## src/common/arut_pkg.sv

```systemverilog
// Constants, types and register map of the auto-reload up/down timer
// Function
// Mode register resets to interval, up, slowest
// Mode bit selects interval or auto-reload
// Software direction bit: 0 up, 1 down
// Direction pin steers count when source set
// Mode bits 4 and 3 read one
// Clock field codes 0-6 pick prescaled clocks
// Code 111 counts selected external event edges
// Software routes event pin before code 111
// Counter readable anytime, never directly written
// Overflow or underflow sets interrupt flag
// Shared address: read counter, write reload
// Counter clears to zero on reset
// Reload write also loads the counter
// Auto-reload mode reloads counter on wrap
// Reload register: write-only, resets to zero
// Interval mode wraps to zero or ones
// Interrupt output needs flag and enable
// Clock-stop bit 1 low halts timer
// Pins synchronised; one advance per edge
package arut_pkg;

    // Avalon byte address width; index times four is the byte address
    localparam int ADDR_W = 18;
    localparam int DATA_W = 32;

    // Register indices as printed; irq register placed in a free slot
    localparam logic [15:0] MODE_IDX = 16'hffb4;
    localparam logic [15:0] COUNT_IDX = 16'hffb5;
    localparam logic [15:0] IRQ_IDX = 16'hffb6;
    localparam logic [15:0] STOP_IDX = 16'hfffa;

    // Reset values
    localparam logic [7:0] MODE_RESET = 8'h18;
    localparam logic [7:0] COUNT_RESET = 8'h00;
    localparam logic [7:0] RELOAD_RESET = 8'h00;
    localparam logic [7:0] STOP_RESET = 8'hff;

    // Mode register field positions
    localparam int MODE_RELOAD_BIT = 7;
    localparam int MODE_DSRC_BIT = 6;
    localparam int MODE_SWDIR_BIT = 5;
    localparam int MODE_RSV_HI_BIT = 4;
    localparam int MODE_RSV_LO_BIT = 3;
    localparam int MODE_CLK_MSB = 2;
    localparam int MODE_CLK_LSB = 0;

    // Other field positions
    localparam int STOP_TIMER_BIT = 1;
    localparam int IRQ_FLAG_BIT = 0;
    localparam int IRQ_EN_BIT = 1;

    // Count limits
    localparam logic [7:0] COUNT_MAX = 8'hff;
    localparam logic [7:0] COUNT_MIN = 8'h00;

    // Clock select codes
    localparam logic [2:0] CLK_SUBCLK = 3'h6;
    localparam logic [2:0] CLK_EVENT = 3'h7;

    // Prescaler: divide-by-2^n tap widths for codes 0..5
    localparam int PRESC_W = 13;
    localparam int NUM_TAPS = 6;
    localparam int TAP_BITS [NUM_TAPS] = '{13, 11, 9, 6, 4, 2};

    // Decoded mode register contents
    typedef struct packed {
        logic reload_mode_select;
        logic direction_source_select;
        logic software_direction;
        logic [2:0] clk_sel;
    } arut_mode_t;

    // Bus answer phase
    typedef enum logic [1:0] {
        PH_IDLE = 2'b01,
        PH_ANSWER = 2'b10
    } arut_phase_t;

    // Whole state of the timer core
    typedef struct packed {
        arut_phase_t phase;
        arut_mode_t mode;
        logic [7:0] count_value;
        logic [7:0] reload_value;
        logic [7:0] module_clock_stop;
        logic timer_irq_flag;
        logic timer_irq_enable;
        logic [7:0] rdata;
    } arut_core_t;

    // State of one pin synchroniser
    typedef struct packed {
        logic meta;
        logic stable;
        logic prev;
    } arut_sync_t;

endpackage : arut_pkg

```

## src/arut_prescaler.sv

```systemverilog
// Free-running system clock prescaler with power-of-two tick taps
`timescale 1ns/1ns
module arut_prescaler
#(
    parameter int WIDTH = arut_pkg::PRESC_W
)
(
    input wire logic i_core_clk,
    input wire logic i_arst_n,
    output logic [arut_pkg::NUM_TAPS-1:0] o_tick
);
    logic [WIDTH-1:0] cnt_reg;
    logic [WIDTH-1:0] cnt_next;

    // Taps must fit in the counter
    if (WIDTH < arut_pkg::PRESC_W)
    begin : g_bad_width
        $error("prescaler width too small for slowest tap");
    end

    always_comb
    begin
        cnt_next = cnt_reg + {{(WIDTH-1){1'b0}}, 1'b1};
    end

    always_ff @(posedge i_core_clk or negedge i_arst_n)
    begin
        if (!i_arst_n)
            cnt_reg <= '0;
        else
            cnt_reg <= cnt_next;
    end

    // Tick when low n bits are all ones: one cycle every 2^n
    genvar g;
    generate
        for (g = 0; g < arut_pkg::NUM_TAPS; g++)
        begin : g_tap
            assign o_tick[g] = &cnt_reg[arut_pkg::TAP_BITS[g]-1:0];
        end
    endgenerate

endmodule : arut_prescaler

```

## src/arut_sync_edge.sv

```systemverilog
// Two-flop synchroniser with rise and fall pulse outputs
`timescale 1ns/1ns
module arut_sync_edge
(
    input wire logic i_core_clk,
    input wire logic i_arst_n,
    input wire logic i_pin,
    output logic o_level,
    output logic o_rise,
    output logic o_fall
);
    arut_pkg::arut_sync_t st_reg;
    arut_pkg::arut_sync_t st_next;

    // Only the stable stage feeds the edge logic
    always_comb
    begin
        st_next = st_reg;
        st_next.meta = i_pin;
        st_next.stable = st_reg.meta;
        st_next.prev = st_reg.stable;
    end

    always_ff @(posedge i_core_clk or negedge i_arst_n)
    begin
        if (!i_arst_n)
            st_reg <= '0;
        else
            st_reg <= st_next;
    end

    // One pulse per settled edge
    assign o_level = st_reg.stable;
    assign o_rise = st_reg.stable & ~st_reg.prev;
    assign o_fall = ~st_reg.stable & st_reg.prev;

endmodule : arut_sync_edge

```

## src/arut_timer.sv

```systemverilog
// Auto-reload up/down 8-bit timer with Avalon-MM register slave
//
// Our own choice: the Avalon-MM interface to the registers.
`timescale 1ns/1ns
module arut_timer
(
    input wire logic i_core_clk,
    input wire logic i_arst_n,
    input wire logic [arut_pkg::ADDR_W-1:0] i_avs_address,
    input wire logic i_avs_read,
    input wire logic i_avs_write,
    input wire logic [arut_pkg::DATA_W-1:0] i_avs_writedata,
    input wire logic [3:0] i_avs_byteenable,
    output logic [arut_pkg::DATA_W-1:0] o_avs_readdata,
    output logic o_avs_waitrequest,
    input wire logic i_event_input_pin,
    input wire logic i_direction_pin,
    input wire logic i_subclk_div4,
    input wire logic i_event_edge_select,
    output logic o_irq
);
    arut_pkg::arut_core_t st_reg;
    arut_pkg::arut_core_t st_next;

    logic [arut_pkg::NUM_TAPS-1:0] presc_tick;
    logic event_rise;
    logic event_fall;
    logic dir_level;
    logic sub_rise;
    logic count_tick;
    logic count_down;
    logic wrap;
    logic bus_req;
    logic bus_take;
    logic wr_take;
    logic wr_lane0;
    logic [7:0] wr_byte;
    logic sel_mode;
    logic sel_count;
    logic sel_irq;
    logic sel_stop;

    // Byte address of a register index
    function automatic logic hit(
        input logic [arut_pkg::ADDR_W-1:0] addr,
        input logic [15:0] idx
    );
        hit = (addr == {idx, 2'b00});
    endfunction : hit

    // Pack the mode register as software sees it
    function automatic logic [7:0] mode_byte(
        input arut_pkg::arut_mode_t m
    );
        logic [7:0] b;
        b = 8'h00;
        b[arut_pkg::MODE_RELOAD_BIT] = m.reload_mode_select;
        b[arut_pkg::MODE_DSRC_BIT] = m.direction_source_select;
        b[arut_pkg::MODE_SWDIR_BIT] = m.software_direction;
        b[arut_pkg::MODE_RSV_HI_BIT] = 1'b1;
        b[arut_pkg::MODE_RSV_LO_BIT] = 1'b1;
        b[arut_pkg::MODE_CLK_MSB:arut_pkg::MODE_CLK_LSB] = m.clk_sel;
        mode_byte = b;
    endfunction : mode_byte

    // Unpack a written byte into the mode fields; bits 4 and 3 dropped
    function automatic arut_pkg::arut_mode_t mode_fields(
        input logic [7:0] b
    );
        arut_pkg::arut_mode_t m;
        m.reload_mode_select = b[arut_pkg::MODE_RELOAD_BIT];
        m.direction_source_select = b[arut_pkg::MODE_DSRC_BIT];
        m.software_direction = b[arut_pkg::MODE_SWDIR_BIT];
        m.clk_sel = b[arut_pkg::MODE_CLK_MSB:arut_pkg::MODE_CLK_LSB];
        mode_fields = m;
    endfunction : mode_fields

    // Elaboration checks: the decode below hard-wires these layouts
    if (arut_pkg::NUM_TAPS != 6)
    begin : g_bad_taps
        $error("clock codes 0 to 5 need six prescaler taps");
    end

    if (arut_pkg::CLK_SUBCLK != 3'h6 || arut_pkg::CLK_EVENT != 3'h7)
    begin : g_bad_codes
        $error("only codes 0 to 5 may index the prescaler taps");
    end

    if (arut_pkg::ADDR_W != 18)
    begin : g_bad_addr
        $error("address must be a 16-bit index and two lane bits");
    end

    // Read data is a byte padded with 24 zero bits
    if (arut_pkg::DATA_W != 32)
    begin : g_bad_data
        $error("read data padding assumes a 32-bit bus");
    end

    if (arut_pkg::MODE_CLK_MSB - arut_pkg::MODE_CLK_LSB != 2)
    begin : g_bad_clk
        $error("clock select field must be three bits wide");
    end

    // Control bits are picked out of the written byte
    if (arut_pkg::STOP_TIMER_BIT > 7 || arut_pkg::IRQ_EN_BIT > 7)
    begin : g_bad_bits
        $error("control bits must lie in the low byte");
    end

    // Wrap detection compares against the full byte range
    if (arut_pkg::COUNT_MAX != 8'hff || arut_pkg::COUNT_MIN != 8'h00)
    begin : g_bad_range
        $error("count limits must span the whole byte");
    end

    // System clock prescaler taps
    arut_prescaler #(
        .WIDTH(arut_pkg::PRESC_W)
    ) u_presc (
        .i_core_clk(i_core_clk),
        .i_arst_n(i_arst_n),
        .o_tick(presc_tick)
    );

    // External event pin
    arut_sync_edge u_sync_event (
        .i_core_clk(i_core_clk),
        .i_arst_n(i_arst_n),
        .i_pin(i_event_input_pin),
        .o_level(),
        .o_rise(event_rise),
        .o_fall(event_fall)
    );

    // External direction pin
    arut_sync_edge u_sync_dir (
        .i_core_clk(i_core_clk),
        .i_arst_n(i_arst_n),
        .i_pin(i_direction_pin),
        .o_level(dir_level),
        .o_rise(),
        .o_fall()
    );

    // Subclock quarter rate; asynchronous, so costs up to one cycle jitter
    arut_sync_edge u_sync_sub (
        .i_core_clk(i_core_clk),
        .i_arst_n(i_arst_n),
        .i_pin(i_subclk_div4),
        .o_level(),
        .o_rise(sub_rise),
        .o_fall()
    );

    // Count clock selection, gated by module standby
    always_comb
    begin
        case (st_reg.mode.clk_sel)
            arut_pkg::CLK_SUBCLK:
                count_tick = sub_rise;
            arut_pkg::CLK_EVENT:

                count_tick = i_event_edge_select ? event_rise : event_fall;
            default:
                count_tick = presc_tick[st_reg.mode.clk_sel];
        endcase
        // Standby stops ticks only; bus writes still land
        if (!st_reg.module_clock_stop[arut_pkg::STOP_TIMER_BIT])
            count_tick = 1'b0;
    end

    // Direction: pin high means down when hardware-steered
    always_comb
    begin
        if (st_reg.mode.direction_source_select)
            count_down = dir_level;
        else
            count_down = st_reg.mode.software_direction;
    end

    // Wrap past the end of the range in the current direction
    assign wrap = count_tick & (count_down ?
        (st_reg.count_value == arut_pkg::COUNT_MIN) :
        (st_reg.count_value == arut_pkg::COUNT_MAX));

    // Bus request; answer comes one cycle after the request appears
    assign bus_req = i_avs_read | i_avs_write;
    assign bus_take = bus_req & (st_reg.phase == arut_pkg::PH_ANSWER);

    // Writes act on lane 0 only, at the take edge
    assign wr_take = bus_take & i_avs_write;
    assign wr_lane0 = wr_take & i_avs_byteenable[0];
    assign wr_byte = i_avs_writedata[7:0];

    // Register select, decoded once for the read and write paths
    assign sel_mode = hit(i_avs_address, arut_pkg::MODE_IDX);
    assign sel_count = hit(i_avs_address, arut_pkg::COUNT_IDX);
    assign sel_irq = hit(i_avs_address, arut_pkg::IRQ_IDX);
    assign sel_stop = hit(i_avs_address, arut_pkg::STOP_IDX);

    // Next state of the whole core
    always_comb
    begin
        st_next = st_reg;

        // Bus phase
        case (st_reg.phase)
            arut_pkg::PH_IDLE:
            begin
                if (bus_req)
                    st_next.phase = arut_pkg::PH_ANSWER;
            end
            arut_pkg::PH_ANSWER:
                st_next.phase = arut_pkg::PH_IDLE;
            default:
                st_next.phase = arut_pkg::PH_IDLE;
        endcase

        // Read data captured one cycle ahead so it stands at the take edge
        if (st_reg.phase == arut_pkg::PH_IDLE && i_avs_read)
        begin
            if (sel_mode)
                st_next.rdata = mode_byte(st_reg.mode);
            else if (sel_count)
                st_next.rdata = st_reg.count_value;
            else if (sel_irq)
                st_next.rdata = {6'h00, st_reg.timer_irq_enable,
                                 st_reg.timer_irq_flag};
            else if (sel_stop)
                st_next.rdata = st_reg.module_clock_stop;
            else
                st_next.rdata = 8'h00;
        end

        // Counting: wrap target depends on mode
        if (count_tick)
        begin
            if (wrap)
            begin
                if (st_reg.mode.reload_mode_select)
                    st_next.count_value = st_reg.reload_value;
                else if (count_down)
                    st_next.count_value = arut_pkg::COUNT_MAX;
                else
                    st_next.count_value = arut_pkg::COUNT_MIN;
            end
            else if (count_down)
                st_next.count_value = st_reg.count_value - 8'h01;
            else
                st_next.count_value = st_reg.count_value + 8'h01;
        end

        // Register writes on lane 0; a reload write beats a count tick
        if (wr_lane0)
        begin
            if (sel_mode)
                st_next.mode = mode_fields(wr_byte);
            else if (sel_count)
            begin
                st_next.reload_value = wr_byte;
                st_next.count_value = wr_byte;
            end
            else if (sel_irq)
            begin
                st_next.timer_irq_enable = wr_byte[arut_pkg::IRQ_EN_BIT];
                if (wr_byte[arut_pkg::IRQ_FLAG_BIT])
                    st_next.timer_irq_flag = 1'b0;
            end
            else if (sel_stop)
                st_next.module_clock_stop = wr_byte;
        end

        // Setting wins over a simultaneous software clear
        if (wrap)
            st_next.timer_irq_flag = 1'b1;
    end

    // State register; reset gives interval, up, slowest clock
    always_ff @(posedge i_core_clk or negedge i_arst_n)
    begin
        if (!i_arst_n)
        begin
            st_reg.phase <= arut_pkg::PH_IDLE;
            st_reg.mode <= mode_fields(arut_pkg::MODE_RESET);
            st_reg.count_value <= arut_pkg::COUNT_RESET;
            st_reg.reload_value <= arut_pkg::RELOAD_RESET;
            st_reg.module_clock_stop <= arut_pkg::STOP_RESET;
            st_reg.timer_irq_flag <= 1'b0;
            st_reg.timer_irq_enable <= 1'b0;
            st_reg.rdata <= 8'h00;
        end
        else
            st_reg <= st_next;
    end

    // Waitrequest is combinational: one wait state per request
    assign o_avs_waitrequest = bus_req &
        (st_reg.phase != arut_pkg::PH_ANSWER);

    // Read data from a flop so it stands through the answer cycle
    assign o_avs_readdata = {24'h000000, st_reg.rdata};

    // Interrupt only while both flag and enable stand
    assign o_irq = st_reg.timer_irq_flag & st_reg.timer_irq_enable;

endmodule : arut_timer
```

## config.mk

```make
export PLATFORM = sky130hd
export DESIGN_NAME = arut_timer
export DESIGN_NICKNAME = d
export VERILOG_FILES = /design/src/common/arut_pkg.sv /design/src/arut_prescaler.sv /design/src/arut_sync_edge.sv /design/src/arut_timer.sv
export SDC_FILE = /design/constraint.sdc
export NUM_CORES = 1
export LEC_CHECK = 0
export BUFFER_PORTS_ARGS = -buffer_cell sky130_fd_sc_hd__buf_2
export CAP_MARGIN = 20
export CORE_ASPECT_RATIO = 1.5
export CORE_UTILIZATION = 35
export CTS_CLUSTER_SIZE = 24
export DETAILED_ROUTE_END_ITERATION = 6
export MAX_ROUTING_LAYER = met4
export PLACE_DENSITY_LB_ADDON = 0.15
export SYNTH_ARGS = -nofsm -noshare
export SYNTH_HDL_FRONTEND = slang
export SYNTH_SLANG_ARGS = --single-unit
```

## constraint.sdc

```tcl
create_clock -name i_core_clk -period 3.5 [get_ports i_core_clk]
set_clock_uncertainty 0.2 [all_clocks]
set_input_delay 0.35 -clock i_core_clk [delete_from_list [all_inputs] [get_ports i_core_clk]]
set_output_delay 0.35 -clock i_core_clk [all_outputs]
set_load 0.05 [all_outputs]
```

==> flow_summary.yaml <==
setup_path:
  cpMostUsedCell: "ha_1"
  timing.rr.end: "st_reg[29]"
  crit_path_start: "u_presc.cnt_reg[0]"
  rrSetupSlack_ns: 0.60
  worstPathMaxFanout: 7
  end_kind: "flop"
  start_kind: "flop"
  crit_path_cell_trace: "ha_1 > and4_2 > ha_1 > inv_1 > mux4_2 > a211oi_4 > mux2i_1 > o21ai_1"
  crit_required_ns: 3.49
  slowest_stage: "a211oi_4"
  cp-endpoint: "st_reg[29]"
  crit_path_max_incr_delay_ns: 0.52
  reg2regPathDepth: 8
  r2r-start: "u_presc.cnt_reg[0]"
  cp.arrival_ns: 2.89
  crit_type: "flop to flop"
clocking:
  hold_buffers: 4
  post_cts_buffers: 0
  numCtsBuffers: 9
  cts_root_buf: "clkbuf_16"
  cts_sinks: 63
  cts_resized: 0
  cts.clk_slew.worst_paths_ns: 0.05
  htreeDepth: 3
  clock_latency_ns: 0.34
  cts_tree: "built"
  clk_path_buf_depth: 2
global_route:
  grt_pass1_wl_um: 13100
  grt_start_max_net_pins: 38
  grt_pass1_vias: 2652
  antenna_found_initial: 0
  grt.overflow.total: 0
  gr-usage-all-layers_pct: 17.0
floorplanning:
  start_util_pct: 36.1
  core_area_um2: 9630
  std_cell_rows: 44
  die_w_um: 83.3
  die_y_um: 124
  dieArea_um2: 10300
  ios: 96
drt:
  drtAntennaViolNets: 0
  first_pass_iters: 4
  wl_per_cell_um: 15.2
  vias: 2608
  viasPerCell: 5.10
  drc: 0
  drt_wl_total_um: 7750
  first_iter_violations: 100
synthesis:
  netlist_instances: 348
  synthArstFlopShare_pct: 100
  ys_seq_area_share_pct: 45.7
  synth_area_um2: 3470
  synth_edf_count: 0
  yosys_most_used_dff: "dfrtp_1"
  yosysWarnings: 0
  yosysUniqueCellTypes: 53
  synth_area_per_cell_um2: 9.98
  ys_ff_latch: 63
final_layout:
  layout-drive-gt1-share_pct: 24.7
  diodes: 0
  fin_area_um2: 4020
  finalNonFillerCells: 511
  syn2layout_area_growth_pct: 15.6
  largest_register_ffs: 34
  fin_nets: 462
run_status:
  status: "finished clean"
sta:
  max_slew_margin_pct: 57.0
  setup_viol: 0
  rsz0062_at_grt: "false"
  period_minus_slack_ns: 2.90
  fin_crit_sh_pct: 82.9
  final_hold_viol_count: 0
  tns_ns: 0
  fmax_mhz: 345
  max_slew.worst_pin.slew_ns: 0.645
  drv_slew: 0
  hold_ws_ns: 0.0639
power:
  ir_drop_mv: 0.288
  total_power_uw: 1940
  p_leak_uw: 0.00188
  power_density_nw_per_um2: 484
placed_design:
  dp_hpwl_um: 5820
  place_inst: 491
  gp_congestion: 0.800
  dpl_cell_area_um2: 3660
  io_buffers: 44
worst_hold_path:
  hp-class: "input port to flop"
  hold_depth: 3
run:
  maxCapViolCount: 0
==> how the worst min path moves through the flow <==
stage                                  startpoint                    to  slack [ns]
after floorplan                          i_arst_n     o_avs_readdata[0]       -0.15
after global placement    u_sync_event.st_next[1]  u_sync_event.o_level        0.13
after detailed placement    u_sync_sub.st_next[1]    u_sync_sub.o_level        0.14
after CTS                      i_avs_writedata[3]            st_reg[21]        0.05
after global routing           i_avs_writedata[4]            st_reg[14]        0.08
final                          i_avs_writedata[3]            st_reg[21]        0.06
==> routing by layer <==
metal / vias to the layer above / part of all wire (%) / GRT usage [%]
met5: - / 0 / -
li1: 1251 / - / -
met4: 0 / 3.4 / 11.9
met3: 15 / 3.0 / 1.06
met2: 74 / 52 / 29.1
met1: 1268 / 42 / 19.2
==> logic make-up after synthesis <==
logic type / count (synthesis) / synth area share (%)
buffers and inverters: 50 / 8.86
DFF: 63 / 45.7
xor gates and xnor gates: 15 / 3.78
and+or+nand+nor: 119 / 17.7
other: 1 / 0.108
AOI/OAI and AO/OA: 68 / 12.8
muxes: 23 / 7.56
adders and majority gates: 9 / 3.46
==> metrics by stage <==
stage	utilization (%)	setup WS (ns)
after floorplan	-	0.943
after global placement	38.0	0.593
after detailed placement	38.0	0.573
after CTS	41.7	0.568
after global routing	41.7	0.379
final	41.7	0.599
==> report_power, final <==
group          leakage [uW]  total, uW  switching (uW)  internal, uW
clock network      0.000156        917             311           606
logic              0.000923        251             192          59.1
registers          0.000798        774            11.6           762
==> cells in the mapped netlist (all sizes together), types with 2 or more instances <==
| library cell | number | share of area, % |
|---|---|---|
| a22oi | 10 | 2.2 |
| nor2 | 16 | 1.7 |
| o21ai | 17 | 2.4 |
| xor2 | 3 | 0.76 |
| buf | 33 | 7.0 |
| nand4 | 4 | 0.72 |
| mux2 | 16 | 5.2 |
| nand2b | 7 | 1.3 |
| inv | 9 | 0.97 |
| a32oi | 2 | 0.50 |
| and2 | 3 | 0.54 |
| xnor2 | 12 | 3.0 |
| nor3 | 3 | 0.43 |
| a21oi | 17 | 2.4 |
| dfrtp | 54 | 39 |
| and4 | 5 | 1.4 |
| nand3 | 11 | 1.6 |
| and3 | 7 | 1.3 |
| nor4 | 4 | 1.2 |
| o21bai | 2 | 0.43 |
| nor2b | 6 | 1.1 |
| mux2i | 6 | 1.7 |
| a21o | 2 | 0.43 |
| a211oi | 3 | 1.0 |
| o22ai | 2 | 0.36 |
| a211o | 2 | 0.50 |
| dfstp | 9 | 6.8 |
| o31ai | 5 | 1.1 |
| nand2 | 47 | 5.2 |
| ha | 8 | 2.9 |
| clkbuf | 8 | 0.86 |
| nor3b | 2 | 0.43 |
==> critical path, delay by kind of cell (launching register included) <==
kind                       cells  cell delay [ns]
muxes                          2             0.75
buffers and inverters          1             0.04
and+or+nand+nor                1             0.31
adders and majority gates      2             0.46
DFF                            1             0.41
AOI/OAI and AO/OA              2             0.59
==> cells in the final DEF, fill, tap and decap left out, types with 3 or more instances in the layout <==
| cell type | count |
|---|---|
| a21oi_1 | 17 |
| a22oi_1 | 10 |
| and2_1 | 3 |
| and3_1 | 5 |
| buf_2 | 44 |
| clkbuf_16 | 9 |
| clkbuf_8 | 3 |
| conb_1 | 24 |
| dfrtp_1 | 54 |
| dfstp_2 | 9 |
| dlygate4sd3_1 | 4 |
| ha_1 | 8 |
| inv_1 | 9 |
| mux2_2 | 16 |
| mux2i_1 | 6 |
| nand2_1 | 46 |
| nand2b_1 | 7 |
| nand3_1 | 11 |
| nand4_1 | 4 |
| nor2_1 | 16 |
| nor2b_1 | 6 |
| nor3_1 | 3 |
| nor4_1 | 3 |
| o21ai_0 | 13 |
| o21ai_1 | 4 |
| o31ai_1 | 5 |
| xnor2_1 | 12 |
| xor2_1 | 3 |
==> cell type report <==
class,count,area (um2)
flip-flops and latches,63,1590
fillers,959,5620
multi-input cells,258,1660
clock inverters,3,40.0
inverters,9,33.8
clock buffers,13,270
repair buffers,50,275
well taps,115,144
No activity file was read; power rests on OpenSTA's default activity.
